===== src/ppe_pkg.sv =====
// package: register map, field layout and timing constants of the parallel port block
package ppe_pkg;
  // register byte addresses on the wishbone bus
  localparam logic [7:0] ADR_EDGE_SEL  = 8'h00;
  localparam logic [7:0] ADR_EVT_MASK  = 8'h04;
  localparam logic [7:0] ADR_SRC_A     = 8'h08;
  localparam logic [7:0] ADR_SRC_B     = 8'h0C;
  localparam logic [7:0] ADR_SRC_C     = 8'h10;
  localparam logic [7:0] ADR_XSTAT_A   = 8'h14;
  localparam logic [7:0] ADR_XSTAT_B   = 8'h18;
  localparam logic [7:0] ADR_XSTAT_C   = 8'h1C;
  localparam logic [7:0] ADR_GPO_A     = 8'h20;
  localparam logic [7:0] ADR_GPO_B     = 8'h24;
  localparam logic [7:0] ADR_PIN_MUX   = 8'h28;
  localparam logic [7:0] ADR_IRQ_STAT  = 8'h2C;
  localparam logic [7:0] ADR_IRQ_MASK  = 8'h30;
  localparam logic [7:0] ADR_OP_MODE   = 8'h34;

  // widths
  localparam int P1_W   = 8;
  localparam int EXT_N  = 3;
  localparam int GPO_N  = 7;
  localparam int TRI_N  = 2;
  localparam int IRQ_N  = 6;
  localparam int REG_W  = 8;

  // reset values
  localparam logic [7:0] RST_REG  = 8'h00;
  localparam logic [5:0] RST_IRQ  = 6'h00;
  localparam logic [5:0] RST_MASK = 6'h3F;

  // event source groups of port one pins
  localparam int SRC_A_LO = 0;
  localparam int SRC_A_HI = 1;
  localparam int SRC_B_LO = 2;
  localparam int SRC_B_HI = 3;
  localparam int SRC_C_LO = 4;
  localparam int SRC_C_HI = 7;

  // field positions
  localparam int GPO_B_GEN_OUTPUT_TEN   = 0;  // level of output ten in ctrl b
  localparam int GPO_B_TRI_OFF = 7;  // 1: shared pin is output ten, tri-level a off
  localparam int MUX_ANT_SEL   = 7;  // 1: ext pin c follows antenna switch timing
  localparam int XST_TRI_A     = 2;
  localparam int XST_TRI_B     = 4;
  localparam int IRQ_EXT       = 0;  // bits 2:0 ext latches, 5:3 port one groups
  localparam int IRQ_SRC       = 3;

  // tri-level codes
  localparam logic [1:0] TRI_LOW  = 2'h0;
  localparam logic [1:0] TRI_MID  = 2'h1;
  localparam logic [1:0] TRI_HIGH = 2'h2;
  localparam logic [1:0] TRI_NONE = 2'h3;

  // settling time of the mid-supply bias before a tri-level sample
  localparam int CLK_PERIOD_PS   = 4000;
  localparam int TRI_SETTLE_NS   = 40;
  localparam int TRI_SETTLE_CYC  = (TRI_SETTLE_NS * 1000 + CLK_PERIOD_PS - 1) / CLK_PERIOD_PS;
  localparam logic [4:0] SETTLE_LAST = 5'(TRI_SETTLE_CYC - 1);

  typedef enum logic [1:0] {
    PPE_BOOT   = 2'b00,
    PPE_IDLE   = 2'b01,
    PPE_SETTLE = 2'b10
  } ppe_state_e;
endpackage


===== src/ppe_parallel_port.sv =====
// parallel port block: port one edge events, external interrupts, general outputs, tri-level inputs
// Functional notes
// - port one pin edges raise events per select
// - per-pin mask blocks port one events
// - three event source registers, own interrupt lines
// - groups 1:0, 3:2, 7:4; read clears
// - ext pin change sets interrupt latch
// - ext interrupts gated by mask register into irq_o; irq_lines_o ungated
// - status read gives level, clears latch
// - ext pin c may follow antenna timing
// - seven outputs driven from control registers
// - output appears only when pin selected
// - tri-level a only when ctrl b bit7 low
// - tri-levels decoded to two-bit status codes
// - weak mid bias during tri-level reads
// - tri-level b sampled at reset, mode
`timescale 1ns/1ps
module ppe_parallel_port
  import ppe_pkg::*;
(
  // clock and reset
  input  wire logic              clk_i,
  input  wire logic              rst_i,
  // wishbone slave
  input  wire logic              wb_cyc_i,
  input  wire logic              wb_stb_i,
  input  wire logic              wb_we_i,
  input  wire logic [7:0]        wb_adr_i,
  input  wire logic [3:0]        wb_sel_i,
  input  wire logic [31:0]       wb_dat_i,
  output logic      [31:0]       wb_dat_o,
  output logic                   wb_ack_o,
  // pins
  input  wire logic [P1_W-1:0]   port_one_pin_i,
  input  wire logic [EXT_N-1:0]  ext_irq_pin_i,
  input  wire logic [TRI_N-1:0]  tri_hi_i,
  input  wire logic [TRI_N-1:0]  tri_lo_i,
  output logic      [TRI_N-1:0]  tri_bias_o,
  output logic      [GPO_N-1:0]  gen_output_o,
  output logic      [GPO_N-1:0]  gen_output_oe_o,
  // formatter timing, same clock
  input  wire logic              ant_switch_i,
  // interrupt controller side
  output logic      [IRQ_N-1:0]  irq_lines_o,
  output logic                   irq_o,
  output logic      [1:0]        op_mode_o,
  output logic                   op_mode_valid_o
);

  function automatic logic [1:0] tri_decode(input logic hi, input logic lo);
    if (lo)
      return TRI_LOW;
    else if (hi)
      return TRI_HIGH;
    else
      return TRI_MID;
  endfunction

  // synchronisers: stage one is read only by stage two
  // no reset, so the chain and the edge history track the pins during reset and no false edge follows it
  logic [P1_W-1:0]  p1_s1_ff, p1_s2_ff, p1_prev_ff;
  logic [EXT_N-1:0] ext_s1_ff, ext_s2_ff, ext_prev_ff;
  logic [TRI_N-1:0] hi_s1_ff, hi_s2_ff, lo_s1_ff, lo_s2_ff;

  always_ff @(posedge clk_i) begin
    p1_s1_ff  <= port_one_pin_i;
    p1_s2_ff  <= p1_s1_ff;
    ext_s1_ff <= ext_irq_pin_i;
    ext_s2_ff <= ext_s1_ff;
    hi_s1_ff  <= tri_hi_i;
    hi_s2_ff  <= hi_s1_ff;
    lo_s1_ff  <= tri_lo_i;
    lo_s2_ff  <= lo_s1_ff;
  end

  // software registers
  logic [REG_W-1:0] edge_sel_ff, evt_mask_ff, gpo_a_ff, gpo_b_ff, pin_mux_ff;
  logic [IRQ_N-1:0] irq_mask_ff;
  logic [P1_W-1:0]  src_ff;
  logic [EXT_N-1:0] ext_latch_ff;
  logic [1:0]       mode_ff;
  logic             mode_valid_ff;
  ppe_state_e       state_ff;
  logic [4:0]       settle_ff;

  // bus request decode
  logic        req, wr_acc, rd_acc;
  logic [7:0]  wdat;
  assign req    = wb_cyc_i && wb_stb_i && !wb_ack_o && (state_ff == PPE_IDLE);
  assign wr_acc = req && wb_we_i && wb_sel_i[0];
  assign wdat   = wb_dat_i[7:0];
  // the tri-level status read waits for the bias to settle first
  assign rd_acc = (req && !wb_we_i && wb_adr_i != ADR_XSTAT_A) ||
                  (state_ff == PPE_SETTLE && settle_ff == SETTLE_LAST);

  always_ff @(posedge clk_i) begin
    if (rst_i) begin
      edge_sel_ff <= RST_REG;
      evt_mask_ff <= RST_REG;
      gpo_a_ff    <= RST_REG;
      gpo_b_ff    <= RST_REG;
      pin_mux_ff  <= RST_REG;
      irq_mask_ff <= RST_MASK;
    end else if (wr_acc) begin
      case (wb_adr_i)
        ADR_EDGE_SEL: edge_sel_ff <= wdat;
        ADR_EVT_MASK: evt_mask_ff <= wdat;
        ADR_GPO_A:    gpo_a_ff    <= wdat;
        ADR_GPO_B:    gpo_b_ff    <= wdat;
        ADR_PIN_MUX:  pin_mux_ff  <= wdat;
        ADR_IRQ_MASK: irq_mask_ff <= wdat[IRQ_N-1:0];
        default: ;
      endcase
    end
  end

  // port one events: 1 in select means rising edge
  logic [P1_W-1:0] p1_event, src_clr;
  always_ff @(posedge clk_i) begin
    p1_prev_ff <= p1_s2_ff;
  end
  assign p1_event = ((p1_s2_ff & ~p1_prev_ff & edge_sel_ff) |
                     (~p1_s2_ff & p1_prev_ff & ~edge_sel_ff)) & ~evt_mask_ff;

  logic rd_src_a, rd_src_b, rd_src_c, w1c;
  assign rd_src_a = rd_acc && wb_adr_i == ADR_SRC_A;
  assign rd_src_b = rd_acc && wb_adr_i == ADR_SRC_B;
  assign rd_src_c = rd_acc && wb_adr_i == ADR_SRC_C;
  assign w1c      = wr_acc && wb_adr_i == ADR_IRQ_STAT;

  genvar gi;
  generate
    for (gi = 0; gi < P1_W; gi++) begin : g_src
      if (gi <= SRC_A_HI) begin : g_a
        assign src_clr[gi] = rd_src_a || (w1c && wdat[IRQ_SRC]);
      end else if (gi <= SRC_B_HI) begin : g_b
        assign src_clr[gi] = rd_src_b || (w1c && wdat[IRQ_SRC + 1]);
      end else begin : g_c
        assign src_clr[gi] = rd_src_c || (w1c && wdat[IRQ_SRC + 2]);
      end
    end
  endgenerate

  // set wins over a clear in the same cycle
  always_ff @(posedge clk_i) begin
    if (rst_i)
      src_ff <= '0;
    else
      src_ff <= (src_ff & ~src_clr) | p1_event;
  end

  // external interrupts; pin c may track the formatter's antenna timing instead
  logic [EXT_N-1:0] ext_cur, ext_change, ext_clr;
  assign ext_cur    = {pin_mux_ff[MUX_ANT_SEL] ? ant_switch_i : ext_s2_ff[2], ext_s2_ff[1:0]};
  assign ext_change = ext_cur ^ ext_prev_ff;
  assign ext_clr[0] = (rd_acc && wb_adr_i == ADR_XSTAT_A) || (w1c && wdat[IRQ_EXT]);
  assign ext_clr[1] = (rd_acc && wb_adr_i == ADR_XSTAT_B) || (w1c && wdat[IRQ_EXT + 1]);
  assign ext_clr[2] = (rd_acc && wb_adr_i == ADR_XSTAT_C) || (w1c && wdat[IRQ_EXT + 2]);

  always_ff @(posedge clk_i) begin
    ext_prev_ff <= ext_cur;
  end

  always_ff @(posedge clk_i) begin
    if (rst_i)
      ext_latch_ff <= '0;
    else
      ext_latch_ff <= (ext_latch_ff & ~ext_clr) | ext_change;
  end

  // interrupt lines and summary output
  logic [IRQ_N-1:0] irq_stat;
  assign irq_stat = {|src_ff[SRC_C_HI:SRC_C_LO], |src_ff[SRC_B_HI:SRC_B_LO],
                     |src_ff[SRC_A_HI:SRC_A_LO], ext_latch_ff};
  always_ff @(posedge clk_i) begin
    if (rst_i) begin
      irq_lines_o <= RST_IRQ;
      irq_o       <= 1'b0;
    end else begin
      irq_lines_o <= irq_stat;
      irq_o       <= |(irq_stat & ~irq_mask_ff);
    end
  end

  // general outputs: out2..out7 from ctrl a, gen_output_ten from ctrl b
  always_ff @(posedge clk_i) begin
    if (rst_i) begin
      gen_output_o    <= '0;
      gen_output_oe_o <= '0;
    end else begin
      gen_output_o    <= {gpo_b_ff[GPO_B_GEN_OUTPUT_TEN], gpo_a_ff[GPO_N-2:0]};
      gen_output_oe_o <= {gpo_b_ff[GPO_B_TRI_OFF], pin_mux_ff[GPO_N-2:0]};
    end
  end

  // tri-level sequencer: boot samples b as the mode strap, reads of status a sample b, and a too while ctrl b bit7 is low
  logic tri_a_on;
  assign tri_a_on = !gpo_b_ff[GPO_B_TRI_OFF];
  always_ff @(posedge clk_i) begin
    if (rst_i) begin
      state_ff      <= PPE_BOOT;
      settle_ff     <= '0;
      mode_ff       <= TRI_NONE;
      mode_valid_ff <= 1'b0;
      tri_bias_o    <= '0;
    end else begin
      case (state_ff)
        PPE_BOOT: begin
          tri_bias_o <= 2'b10;
          settle_ff  <= settle_ff + 5'h01;
          if (settle_ff == SETTLE_LAST) begin
            mode_ff       <= tri_decode(hi_s2_ff[1], lo_s2_ff[1]);
            mode_valid_ff <= 1'b1;
            settle_ff     <= '0;
            tri_bias_o    <= '0;
            state_ff      <= PPE_IDLE;
          end
        end
        PPE_IDLE: begin
          if (req && !wb_we_i && wb_adr_i == ADR_XSTAT_A) begin
            tri_bias_o <= {1'b1, tri_a_on};
            state_ff   <= PPE_SETTLE;
          end
        end
        PPE_SETTLE: begin
          settle_ff <= settle_ff + 5'h01;
          if (settle_ff == SETTLE_LAST) begin
            settle_ff  <= '0;
            tri_bias_o <= '0;
            state_ff   <= PPE_IDLE;
          end
        end
        default: state_ff <= PPE_IDLE;
      endcase
    end
  end

  assign op_mode_o       = mode_ff;
  assign op_mode_valid_o = mode_valid_ff;

  // read mux; unmapped addresses read zero and ignore writes
  logic [7:0] rdat;
  logic [1:0] code_a, code_b;
  assign code_a = tri_a_on ? tri_decode(hi_s2_ff[0], lo_s2_ff[0]) : TRI_NONE;
  assign code_b = tri_decode(hi_s2_ff[1], lo_s2_ff[1]);
  always_comb begin
    rdat = 8'h00;
    case (wb_adr_i)
      ADR_EDGE_SEL: rdat = edge_sel_ff;
      ADR_EVT_MASK: rdat = evt_mask_ff;
      ADR_SRC_A:    rdat = {6'h00, src_ff[SRC_A_HI:SRC_A_LO]};
      ADR_SRC_B:    rdat = {6'h00, src_ff[SRC_B_HI:SRC_B_LO]};
      ADR_SRC_C:    rdat = {4'h0, src_ff[SRC_C_HI:SRC_C_LO]};
      ADR_XSTAT_A:  rdat = {2'h0, code_b, code_a, 1'b0, ext_cur[0]};
      ADR_XSTAT_B:  rdat = {7'h00, ext_cur[1]};
      ADR_XSTAT_C:  rdat = {7'h00, ext_cur[2]};
      ADR_GPO_A:    rdat = gpo_a_ff;
      ADR_GPO_B:    rdat = gpo_b_ff;
      ADR_PIN_MUX:  rdat = pin_mux_ff;
      ADR_IRQ_STAT: rdat = {2'h0, irq_stat};
      ADR_IRQ_MASK: rdat = {2'h0, irq_mask_ff};
      ADR_OP_MODE:  rdat = {mode_valid_ff, 5'h00, mode_ff};
      default:      rdat = 8'h00;
    endcase
  end

  always_ff @(posedge clk_i) begin
    if (rst_i) begin
      wb_ack_o <= 1'b0;
      wb_dat_o <= '0;
    end else begin
      wb_ack_o <= rd_acc || (req && wb_we_i);
      if (rd_acc)
        wb_dat_o <= {24'h000000, rdat};
    end
  end

  // checks
  p1_event_a: assert property (@(posedge clk_i) disable iff (rst_i)
    p1_event[0] |=> src_ff[0]) else $error("port one event not recorded");
  mask_block_a: assert property (@(posedge clk_i) disable iff (rst_i)
    (evt_mask_ff[5] && !src_ff[5] && !wr_acc) |=> !src_ff[5]) else $error("masked pin set source");
  src_clear_a: assert property (@(posedge clk_i) disable iff (rst_i)
    (rd_src_a && p1_event[1:0] == 2'b00) |=> src_ff[1:0] == 2'b00) else $error("source a not cleared");
  ext_latch_a: assert property (@(posedge clk_i) disable iff (rst_i)
    ext_change[1] |=> ##1 irq_lines_o[1]) else $error("ext change lost");
  ext_clear_a: assert property (@(posedge clk_i) disable iff (rst_i)
    (ext_clr[2] && !ext_change[2]) |=> !ext_latch_ff[2]) else $error("ext latch not cleared");
  irq_gate_a: assert property (@(posedge clk_i) disable iff (rst_i)
    irq_o |-> $past(|(irq_stat & ~irq_mask_ff))) else $error("irq without unmasked cause");
  out_enable_a: assert property (@(posedge clk_i) disable iff (rst_i)
    gen_output_oe_o[6] == $past(gpo_b_ff[GPO_B_TRI_OFF])) else $error("out ten enable wrong");
  tri_gate_a: assert property (@(posedge clk_i) disable iff (rst_i)
    $past(!tri_a_on) && $past(state_ff) == PPE_IDLE |-> !tri_bias_o[0]) else $error("tri a biased");
  mode_hold_a: assert property (@(posedge clk_i) disable iff (rst_i)
    op_mode_valid_o |=> $stable(op_mode_o)) else $error("strap mode changed");
  ack_pulse_a: assert property (@(posedge clk_i) disable iff (rst_i)
    wb_ack_o |=> !wb_ack_o) else $error("ack held");
  settle_bias_a: assert property (@(posedge clk_i) disable iff (rst_i)
    state_ff == PPE_SETTLE |-> tri_bias_o[1]) else $error("bias off during tri read");
endmodule


===== config.mk =====
export PLATFORM = sky130hd
export DESIGN_NAME = ppe_parallel_port
export DESIGN_NICKNAME = d
export VERILOG_FILES = /design/src/ppe_pkg.sv /design/src/ppe_parallel_port.sv
export SDC_FILE = /design/constraint.sdc
export NUM_CORES = 1
export LEC_CHECK = 0
export BUFFER_PORTS_ARGS = -buffer_cell sky130_fd_sc_hd__buf_2
export CORE_MARGIN = 5
export CORE_UTILIZATION = 50
export CTS_CLUSTER_SIZE = 28
export DETAILED_ROUTE_END_ITERATION = 12
export PLACE_DENSITY = 0.79
export SLEW_MARGIN = 20
export SYNTH_ARGS = -nofsm -noshare
export SYNTH_HDL_FRONTEND = slang
export SYNTH_SLANG_ARGS = --single-unit

===== constraint.sdc =====
create_clock -name clk_i -period 5.1 [get_ports clk_i]
set_input_delay 1.02 -clock clk_i [delete_from_list [all_inputs] [get_ports clk_i]]
set_output_delay 1.02 -clock clk_i [all_outputs]
set_load 0.05 [all_outputs]

Word-level counts from Yosys, hierarchy flattened
Index checks and enable logic that the tools add are counted.
W data, S select, Z words.
- $add $sub $neg: 1
- eq/ne operators: 20
- multiplexer cells: 15
- bitwise operators: 19
- reduce and logical (&&, ||, !) cells: 50
- operators with widths (kind ; count):
    $pmux W8 S14 ; 1
    $and A8 B8 Y8 ; 6
    $eq A8 B6 Y1 const B ; 6
    $not A8 Y8 ; 5
    $eq A8 B5 Y1 const B ; 4
    $logic_and A1 B1 Y1 ; 22
    $mux W2 ; 10
    $eq A8 B4 Y1 const B ; 2
    $or A8 B8 Y8 ; 2
    $reduce_and A2 Y1 ; 8
    $eq A8 B3 Y1 const B ; 1
    $logic_not A8 Y1 ; 1
    $logic_or A1 B1 Y1 ; 8
    $ne A8 B5 Y1 const B ; 1
    $and A6 B6 Y6 ; 1
    $ne A2 B1 Y1 const B ; 3
    $not A6 Y6 ; 1
    $pmux W2 S3 ; 1
    $reduce_or A2 Y1 ; 3
    $reduce_or A6 Y1 ; 1
    $add A5 B1 Y5 const B ; 1
    $eq A5 B4 Y1 const B ; 1
    $mux W5 ; 1
    $pmux W2 S2 ; 1
    12 further kinds ; 14
- register bits after elaboration: 140
- input port bits: 65
- output and inout port bits: 59
- logic and storage cells: 134

Depth between registers and ports, before layout
Gate-level depths: netlist of run 1.
- depth in word-level cells: 11
- mapped depth: 8
- gate-level depth less buffers: 7

Worst setup path after synthesis of run 1
No wires, ideal clock.
- path type: input-to-reg
- from: input port wb_adr_i[3]
- to: register evt_mask_ff[6]
- library setup time: 0.128 ns
- arrival time: 2.468 ns
- data required time: 4.972 ns
- setup slack: 2.504 ns
- stages: 6
- path buffers: 2
- cells stage by stage: buf_6 > or4b_4 > buf_6 > nor3_4 > mux2i_1 > nor2_1
- longest elaborated chain between the ends: 2
- ends and longest elaborated chain (item ; line ; text):
    from (decl) ; ppe_parallel_port.sv:28 ; input wire logic [7:0] wb_adr_i,
    $eq A8 B3 Y1 ; ppe_parallel_port.sv:105 ; case (wb_adr_i)
    $reduce_and A2 Y1 (no line) ; - ;
    to (signal assigned) ; ppe_parallel_port.sv:107 ; ADR_EVT_MASK: evt_mask_ff <= wdat;
    to (decl) ; ppe_parallel_port.sv:77 ; logic [REG_W-1:0] edge_sel_ff, evt_mask_ff, gpo_a_ff, gpo_b_ff, pin_mux_ff;
Every way passes these cells.
A chain may end at the register's enable or synchronous reset.

Worst setup path in the final report of run 1
- from: register settle_ff[0]
- to: register src_ff[6]
- longest elaborated chain between the ends: 8
- ends and longest elaborated chain (item ; line ; text):
    from (decl) ; ppe_parallel_port.sv:84 ; logic [4:0] settle_ff;
    from (signal assigned) ; ppe_parallel_port.sv:210 ; settle_ff <= settle_ff + 5'h01;
    from (signal assigned) ; ppe_parallel_port.sv:226 ; settle_ff <= settle_ff + 5'h01;
    $eq A5 B4 Y1 ; ppe_parallel_port.sv:94 ; (state_ff == PPE_SETTLE && settle_ff == SETTLE_LAST);
    $logic_and A1 B1 Y1 ; ppe_parallel_port.sv:94 ;
    $logic_or A1 B1 Y1 ; ppe_parallel_port.sv:93 ; assign rd_acc = (req && !wb_we_i && wb_adr_i != ADR_XSTAT_A) ||
    $logic_and A1 B1 Y1 ; ppe_parallel_port.sv:128 ; assign rd_src_c = rd_acc && wb_adr_i == ADR_SRC_C;
    $logic_or A1 B1 Y1 ; ppe_parallel_port.sv:139 ; assign src_clr[gi] = rd_src_c || (w1c && wdat[IRQ_SRC + 2]);
    $not A8 Y8 ; ppe_parallel_port.sv:149 ; src_ff <= (src_ff & ~src_clr) | p1_event;
    $and A8 B8 Y8 ; ppe_parallel_port.sv:149 ;
    $or A8 B8 Y8 ; ppe_parallel_port.sv:149 ;
    to (signal assigned) ; ppe_parallel_port.sv:149 ;
    to (decl) ; ppe_parallel_port.sv:79 ; logic [P1_W-1:0] src_ff;
Every way passes these cells.

==> flow_summary_export.csv, run 1 <==
group,metric,value,unit
run_status,status,"completed",
routing,ant_nets,0,
timing,finalSetupViolCount,0,
final_layout,ff_latch_area,2800,um2
synth,ys_seq_area_share,50.5,%
synth,yosysUniqueCellTypes,62,
setup_path,crit_fanout,8,
setup_path,crit_path_max_incr_delay,0.69,ns
place,place_congestion,0.940,
power,internal_power,1840,uW
grt,grt.total_usage,22.8,%
hold_path,whs_path_depth,0,
power,p_total,2490,uW
clock_tree,ctsHoldBuffers,0,
power,ir_worst_vdd,0.210,mV
clock_tree,clock-sinks,140,
floorplanning,start_util,51.0,%
timing,skew,0.00975,ns
floorplanning,die_y,115,um
grt,antenna_found_initial,0,
synth,yosys.area.top_type_share,50.5,%
timing,timing.final.crit_share,53.3,%
run,cap_violations,0,
setup_path,crit-reg2reg-launch,"settle_ff[0]",
final_layout,n_antenna_cell,0,
floorplanning,dieArea,13300,um2
synth,syn_inst,573,
grt,grt_remaining_overflow,0,
setup_path,crit_buf_inv,1,
setup_path,rr_worst_depth,7,
setup_path,cp.depth,7,
setup_path,worstSetupPathType,"reg -> reg",
timing,max_freq,368,MHz
final_layout,area_delta_synth_final,16.8,%
synth,synth_area,5560,um2
final_layout,nets,718,
power,power_density,384,nW/um2
setup_path,ff2ff_setup_slack,2.38,ns
setup_path,cp_slowest_cell,"nor4bb_1",
timing,rsz0062_at_grt,"false",
clock_tree,h-tree-depth,4,
synth,ys_ff_latch,140,
floorplanning,row_count,38,
routing,route.detailed.drc,0,
place,hpwl,10400,um
hold_path,min_to,"p1_s2_ff[7]",
timing,finalSetupTns,0,ns
grt,grt_pass1_vias,4441,
power,switching_power,649,uW
floorplanning,die_w,115,um
power,p_comb_share,8.0,%
hold_path,hold_path_class,"reg -> reg",
power,power_frac_clock,45.8,%
final_layout,multi_input_area,2510,um2
synth,synth_edf_count,0,
synth,ys.flop_type,"dfxtp_1",
setup_path,arrival,3.15,ns
routing,dr.first_iter.drc_count,300,
synth,yosysWarnings,0,
final_layout,fill_cells,930,
power,switching_share,26.0,%
setup_path,cpLargestDelayFamily,"simple AND/OR/NAND/NOR gates",
clock_tree,cts_resized,0,
floorplanning,pin_count,124,
synth,syn_avg_cell_area,9.70,um2
routing,vias,4446,
clock_tree,clk_pin_slew,0.06,ns
grt,grt_max_degree,57,
timing,slew_headroom,20.8,%
timing,finalHoldViolCount,0,
routing,avgViaCountPerCell,5.56,
clock_tree,cts-root-buf,"clkbuf_8",
hold_path,hp-start,"p1_s1_ff[7]",
setup_path,timing.rr.end,"src_ff[6]",
clock_tree,cts_setup_buffers,0,
clock_tree,cts_buffer_depth,2,
floorplanning,core-area,10900,um2
setup_path,critPathLaunchType,"register",
timing,hold_ws,0.326,ns
synth,synth_area_leaders,"dfxtp_1, mux2i_1, nor2_1",
setup_path,cp_data_required_time,5.53,ns
synth,async_flop_share,0,%
final_layout,layout-drive-gt1-share,20.0,%
timing,drv_slew,0,
timing,worstMarginPinSlew,1.18,ns
clock_tree,insertion_delay,0.54,ns
synth,synth_top_cell_by_area,"dfxtp_1",
routing,dr.pass1.iters,7,
power,leakage,0.00255,uW
place,port_buffers,72,
power,p_seq_share,46.2,%
clock_tree,tritoncts,"yes",
routing,drt-total-wl,14500,um
grt,grt_pass1_wl,23100,um
setup_path,cp-end-kind,"register",
timing,fin_crit,2.72,ns
routing,wl_per_cell,18.2,um
clock_tree,cts_buffers,17,
setup_path,path_cells,"ha_1, nor4bb_1, buf_4, nand2_1, a211oi_1, nor3b_1, o21a_1",
worst max-delay path by stage:
| stage | startpoint | end | slack [ns] |
|---|---|---|---|
| after floorplan | wb_adr_i[3] | evt_mask_ff[6] | 2.50 |
| after global placement | wb_adr_i[5] | pin_mux_ff[1] | 2.03 |
| after detailed placement | wb_adr_i[4] | tri_bias_o[0] | 2.00 |
| after CTS | settle_ff[0] | src_ff[6] | 2.38 |
| after global routing | settle_ff[0] | src_ff[6] | 2.12 |
| final | settle_ff[0] | src_ff[6] | 2.38 |
power by group through the flow:
stage               Sequential [uW]  Combinational (uW)  Clock (uW)
global placement               1170                 191           0
detailed placement             1170                 195           0
finish                         1150                 199        1140
global route                   1160                 215        1210
floorplan                      1190                 136           0
CTS                            1150                 196        1160
metrics by stage:
step | cells | utilization [%] | cell area, um2 | worst slack [ns]
2_1_floorplan | 596 | - | 5640 | 2.50
3_3_place_gp | 768 | 54.6 | 5940 | 2.03
3_5_place_dp | 768 | 54.6 | 5940 | 2.00
4_1_cts | 799 | 59.6 | 6490 | 2.38
5_1_grt | 799 | 59.6 | 6490 | 2.12
6_report | 799 | 59.6 | 6490 | 2.38
sequential cells by signal, indices dropped and copies added (netlist names), 8 cells and up:
name and count:
wb_dat_o 8, src_ff 8, gpo_a_ff 8, edge_sel_ff 8, p1_s1_ff 8, pin_mux_ff 8
p1_s2_ff 8, p1_prev_ff 8, gpo_b_ff 8, evt_mask_ff 8
placed cells by master, fill, tap and decap left out, types with 16 or more instances in the layout:
cell type	netlist	routed
nand2_1	51	51
mux2i_1	42	42
nor2b_1	17	17
conb_1	1	24
nor2_1	81	81
a21oi_1	37	37
clkbuf_16	0	16
buf_2	5	72
o21ai_0	23	23
dfxtp_1	140	140
logic make-up after synthesis:
kind of cell / Yosys count / synth area share [%]
mux: 48 / 9.19
simple gates: 198 / 18.6
buf+inv: 60 / 6.06
other cells: 1 / 0.0675
compound gates: 117 / 13.9
xor+xnor: 3 / 0.473
fa+ha+maj: 6 / 1.35
flops: 140 / 50.5
worst register-to-register path, stage by stage, from the launching register on:
cell      delay [ns]
dfxtp_1         0.41
ha_1            0.17
nor4bb_1        0.69
buf_4           0.28
nand2_1         0.12
a211oi_1        0.59
nor3b_1         0.15
o21a_1          0.21
synthesized netlist by cell type, types with 5 or more instances:
master,instances
nor3_1,5
a22oi_1,11
o21ai_0,23
a221o_1,6
buf_2,5
mux2i_1,42
nor2_1,81
nand2_1,51
o22ai_1,6
dfxtp_1,140
nor2b_1,17
buf_4,24
clkbuf_1,12
inv_1,15
a21oi_1,37
nand3_1,8
ha_1,6
layer usage:
metal	vias to the layer above	global-route usage (%)	share of wire [%]	wire, um
met1	2065	29.6	42	6150
li1	2126	-	-	-
met4	0	11.4	3.1	444
met5	-	0	0	0
met2	223	35.5	46	6670
met3	32	5.26	8.6	1250
final cells by class:
class                           count  share of cell area, %
Clock buffer                       19                   6.65
Inverter                           15                  0.868
Multi-Input combinational cell    396                   38.7
Tap cell                          140                   2.70
Timing Repair Buffer               77                   6.13
Clock inverter                     12                   1.81
Sequential cell                   140                   43.2
No activity file was read; power rests on OpenSTA's default activity.
==> run 2: changes to the inputs <==
Clock period 5.1 ns to 2.7 ns, I/O delays scaled along.
==> run 2 against run 1 <==
  * Clock skew increased by 0.0021 ns
  * Critical path depth grew 1
  * Largest cell class unchanged
  * Count of clock-buffer cells in the layout decreased by 1
  * Via count rose by 1.9%
  * Utilization is 2.3 points higher
  * Largest power group is now clock
  * Highest routed layer unchanged
  * Sequential power up 89%
  * First-iteration DRC count increased by 11%
  * Final cell count up 2.4%
==> flow_summary_export.csv, run 2 (synthesized netlist as in run 1, its figures left out) <==
group,metric,value,unit
final_layout,stdcell_count,818,
final_layout,layout-drive-gt1-share,22.3,%
floorplanning,dieArea,13300,um2
routing,wl_per_cell,18.2,um
clock_tree,tritoncts,"yes",
clock_tree,cts_buffer_depth,2,
power,power_frac_clock,49.3,%
setup_path,crit_fanout,9,
power,p_comb_share,7.6,%
power,switching_power,1210,uW
grt,grt_remaining_overflow,0,
setup_path,timing.rr.end,"pin_mux_ff[2]",
clock_tree,cts_setup_buffers,0,
hold_path,hp-start,"port_one_pin_i[1]",
power,internal_power,3840,uW
final_layout,ff_latch_area,2800,um2
floorplanning,die_y,115,um
routing,drt-total-wl,14900,um
power,leakage,0.00270,uW
final_layout,nets,736,
routing,drt-met1-wl,6000,um
grt,grt_pass1_wl,23200,um
routing,ant_nets,0,
clock_tree,clk_pin_slew,0.06,ns
grt,grt_pass1_vias,4430,
hold_path,min_to,"p1_s1_ff[1]",
clock_tree,cts-root-buf,"clkbuf_8",
routing,route.detailed.drc,0,
setup_path,critPathLaunchType,"register",
grt,grt.total_usage,23.2,%
setup_path,cp-end-kind,"register",
clock_tree,clock-sinks,140,
power,p_seq_share,43.1,%
timing,fin_crit,2.42,ns
timing,finalSetupViolCount,0,
hold_path,hold_path_class,"in -> reg",
routing,vias,4530,
final_layout,multi_input_area,2510,um2
final_layout,final_common_cell,"dfxtp_1",
timing,skew,0.0118,ns
setup_path,path_cells,"inv_1, ha_1, and4b_1, nand3_2, buf_4, nor2_1, nand2_1, a21oi_1",
place,place_congestion,0.928,
timing,max_freq,414,MHz
floorplanning,core-area,10900,um2
timing,finalHoldViolCount,0,
setup_path,cp_data_required_time,3.16,ns
timing,slew_headroom,49.9,%
setup_path,crit_buf_inv,2,
floorplanning,row_count,38,
floorplanning,start_util,51.0,%
setup_path,arrival,2.88,ns
run,cap_violations,0,
clock_tree,insertion_delay,0.54,ns
final_layout,area_delta_synth_final,21.3,%
place,port_buffers,72,
power,power_density,749,nW/um2
setup_path,cpLargestDelayFamily,"simple AND/OR/NAND/NOR gates",
timing,finalSetupTns,0,ns
timing,drv_slew,0,
routing,met2_wirelength,7280,um
clock_tree,ctsHoldBuffers,0,
setup_path,cp_slowest_cell,"nor2_1",
floorplanning,pin_count,124,
final_layout,layout_common_cells,"dfxtp_1, nor2_1, buf_2, nand2_1, mux2i_1",
routing,top_layer,"met4",
clock_tree,cts_resized,0,
grt,grt_max_degree,85,
clock_tree,cts_buffers,17,
setup_path,rr_worst_depth,8,
power,switching_share,24.0,%
final_layout,n_antenna_cell,0,
place,dp_slack,0.251,ns
routing,dr.first_iter.drc_count,333,
floorplanning,die_w,115,um
setup_path,crit-reg2reg-launch,"state_ff[1]",
setup_path,ff2ff_setup_slack,0.28,ns
timing,timing.final.crit_share,89.5,%
setup_path,worstSetupPathType,"reg -> reg",
run_status,status,"completed",
setup_path,cp.depth,8,
setup_path,crit_path_max_incr_delay,0.44,ns
place,dp_cells,786,
clock_tree,h-tree-depth,4,
routing,dr.pass1.iters,5,
power,ir_worst_vdd,0.649,mV
timing,rsz0062_at_grt,"false",
timing,setup_slack,0.283,ns
grt,antenna_found_initial,0,
routing,avgViaCountPerCell,5.54,
hold_path,whs_path_depth,1,
final_layout,fill_cells,928,
routing,wl_met3,1340,um
timing,worstMarginPinSlew,0.745,ns
place,hpwl,10800,um
final_layout,final_util,61.9,%
## run 2: how the worst max path moves through the flow
stage,start,end
2_1_floorplan,wb_adr_i[3],evt_mask_ff[6]
3_5_place_dp,wb_adr_i[4],tri_bias_o[0]
4_1_cts,state_ff[1],pin_mux_ff[2]
5_1_grt,state_ff[1],pin_mux_ff[5]
3_3_place_gp,wb_adr_i[4],tri_bias_o[0]
6_report,state_ff[1],pin_mux_ff[2]
## run 2: power groups by stage
stage	Sequential (uW)	Clock [uW]	Combinational, uW
after floorplan	2240	0	256
after global placement	2210	0	370
after detailed placement	2220	0	378
after CTS	2170	2520	381
after global routing	2180	2610	414
final	2170	2490	383
## run 2: area by class of cell
cell class              instances  share of cell area, %
repair buffers                 95                   8.28
inverters                      15                  0.836
clock buffers                  18                   6.20
well taps                     140                   2.60
clock inverters                14                   3.23
flip-flops and latches        140                   41.6
multi-input cells             396                   37.2
## run 2: worst register-to-register path, delay by kind of cell, from the launching register on
family | cells | cell delay [ns]
AOI/OAI and AO/OA | 1 | 0.16
adders and majority gates | 1 | 0.31
DFF | 1 | 0.33
buffers and inverters | 2 | 0.39
and+or+nand+nor | 4 | 1.16
## run 2: metrics by stage
| stage | area, um2 | hold slack (ns) | total power, uW |
|---|---|---|---|
| global placement | 6100 | 0.311 | 2580 |
| floorplan | 5640 | 0.310 | 2500 |
| finish | 6740 | 0.0968 | 5040 |
| CTS | 6740 | 0.0755 | 5070 |
| detailed placement | 6100 | 0.312 | 2600 |
| global route | 6740 | 0.0764 | 5210 |
## run 2: layer usage
metal,global-route usage [%],vias to the layer above
li1,-,2156
met1,28.0,2156
met2,38.0,193
met3,7.79,25
met4,9.39,0
met5,0,-
==> run 3: changes to the inputs <==
Settings changed: BUFFER_PORTS_ARGS -buffer_cell sky130_fd_sc_hd__buf_2 to -buffer_cell sky130_fd_sc_hd__buf_4, GPL_TIMING_DRIVEN from default to 0, SKIP_CTS_REPAIR_TIMING from default to 1.
==> run 3 against run 2 <==
  * Combinational power is 14% higher
  * Critical path depth is 1 lower
  * Highest routed layer unchanged
  * Final cell count is 2.4% higher
  * Power is 5.1% lower
  * Via count is 1.8% higher
  * Count of clock-buffer cells in the layout is 2 higher
==> flow_summary_export.csv, run 3 (synthesized netlist as in run 1, its figures left out) <==
group,metric,value,unit
timing,skew,0.00772,ns
final_layout,n_antenna_cell,0,
place,port_buffers,70,
timing,hold_ws,0.103,ns
setup_path,cp_slowest_cell,"a211oi_1",
clock_tree,cts_buffers,17,
setup_path,cp_data_required_time,3.14,ns
timing,fin_crit,2.47,ns
floorplanning,pin_count,124,
routing,drt-total-wl,15400,um
floorplanning,start_util,51.0,%
setup_path,cp-end-kind,"register",
place,dpl_cell_area,6340,um2
timing,rsz0062_at_grt,"false",
floorplanning,row_count,38,
floorplanning,die_w,115,um
final_layout,nets,756,
routing,ant_nets,0,
grt,grt.total_usage,23.9,%
setup_path,worstSetupPathType,"reg -> reg",
grt,antenna_found_initial,0,
clock_tree,cts_buffer_depth,2,
floorplanning,core-area,10900,um2
grt,grt_pass1_wl,23900,um
timing,finalSetupTns,0,ns
timing,finalHoldViolCount,0,
setup_path,crit_fanout,10,
routing,route.detailed.drc,0,
routing,dr.first_iter.drc_count,347,
routing,avgViaCountPerCell,5.50,
clock_tree,clock-sinks,140,
clock_tree,tritoncts,"yes",
grt,grt_max_degree,17,
routing,dr.pass1.iters,6,
timing,max_freq,405,MHz
routing,vias,4611,
setup_path,critPathLaunchType,"register",
final_layout,layout-drive-gt1-share,22.6,%
power,power_density,692,nW/um2
timing,finalSetupViolCount,0,
setup_path,cpLargestDelayFamily,"compound AO/OA/AOI/OAI gates",
hold_path,hold_path_class,"in -> reg",
timing,timing.final.crit_share,91.4,%
power,p_total,4790,uW
timing,worstMarginPinSlew,0.778,ns
setup_path,arrival,2.90,ns
final_layout,final_area,6920,um2
power,leakage,0.00275,uW
clock_tree,insertion_delay,0.54,ns
floorplanning,dieArea,13300,um2
clock_tree,cts-root-buf,"clkbuf_8",
setup_path,crit_path_max_incr_delay,0.55,ns
setup_path,crit_buf_inv,1,
routing,wl_per_cell,18.3,um
final_layout,layout_common_cells,"dfxtp_1, buf_4, nor2_1, nand2_1, mux2i_1",
clock_tree,clk_pin_slew,0.06,ns
final_layout,area_delta_synth_final,24.5,%
place,place_congestion,0.975,
run_status,status,"completed",
power,ir_worst_vdd,0.509,mV
grt,grt_pass1_vias,4423,
timing,slew_headroom,47.7,%
floorplanning,die_y,115,um
timing,drv_slew,0,
run,cap_violations,0,
clock_tree,h-tree-depth,4,
grt,grt_remaining_overflow,0,
setup_path,path_cells,"ha_1, nor4bb_1, buf_2, nand2_1, a211oi_1, nor3b_1, o21a_1",
place,hpwl,11400,um
final_layout,final_common_cell,"dfxtp_1",
-- run 3: routing by layer --
| layer | global-route usage, % | wire length, um | vias to the layer above |
|---|---|---|---|
| met5 | 0 | 0 | - |
| li1 | - | - | 2202 |
| met4 | 10.3 | 394 | 0 |
| met3 | 8.11 | 1500 | 31 |
| met1 | 28.9 | 6190 | 2169 |
| met2 | 38.9 | 7270 | 209 |
-- run 3: layout make-up --
class                      count  area (um2)
fill                         940        3970
timing repair buffer          70         526
sequential                   140        2800
tap                          140         175
clock buffer                  20         445
inverter                      15        56.3
clock inverter                12         113
multi-input combinational    396        2520
buffer                        45         280
-- run 3: worst paths after layout --
check                         start     endpoint  slack (ns)  depth (start not counted)
hold / removal    port_one_pin_i[4]  p1_s1_ff[4]        0.10                          1
setup reg to reg       settle_ff[0]    src_ff[7]        0.23                          7
hold reg to reg         p1_s1_ff[7]  p1_s2_ff[7]        0.32                          0
setup / recovery       settle_ff[0]    src_ff[7]        0.23                          7
-- run 3: where the power goes --
group | switching [uW] | total (uW) | internal, uW
registers | 42.5 | 2170 | 2130
logic | 285 | 436 | 151
clock network | 898 | 2170 | 1280
total | 1230 | 4790 | 3560
-- run 3: worst register-to-register path, cell delays in order (launching register included) --
cell	delay [ns]
dfxtp_1	0.41
ha_1	0.18
nor4bb_1	0.45
buf_2	0.32
nand2_1	0.15
a211oi_1	0.55
nor3b_1	0.12
o21a_1	0.19
-- run 3: through the flow --
step | worst slack [ns] | utilization [%] | cells
global route | 0.0704 | 63.5 | 838
detailed placement | 0.113 | 58.3 | 806
finish | 0.232 | 63.5 | 838
global placement | 0.126 | 58.3 | 806
floorplan | 0.584 | - | 596
CTS | 0.168 | 63.4 | 838
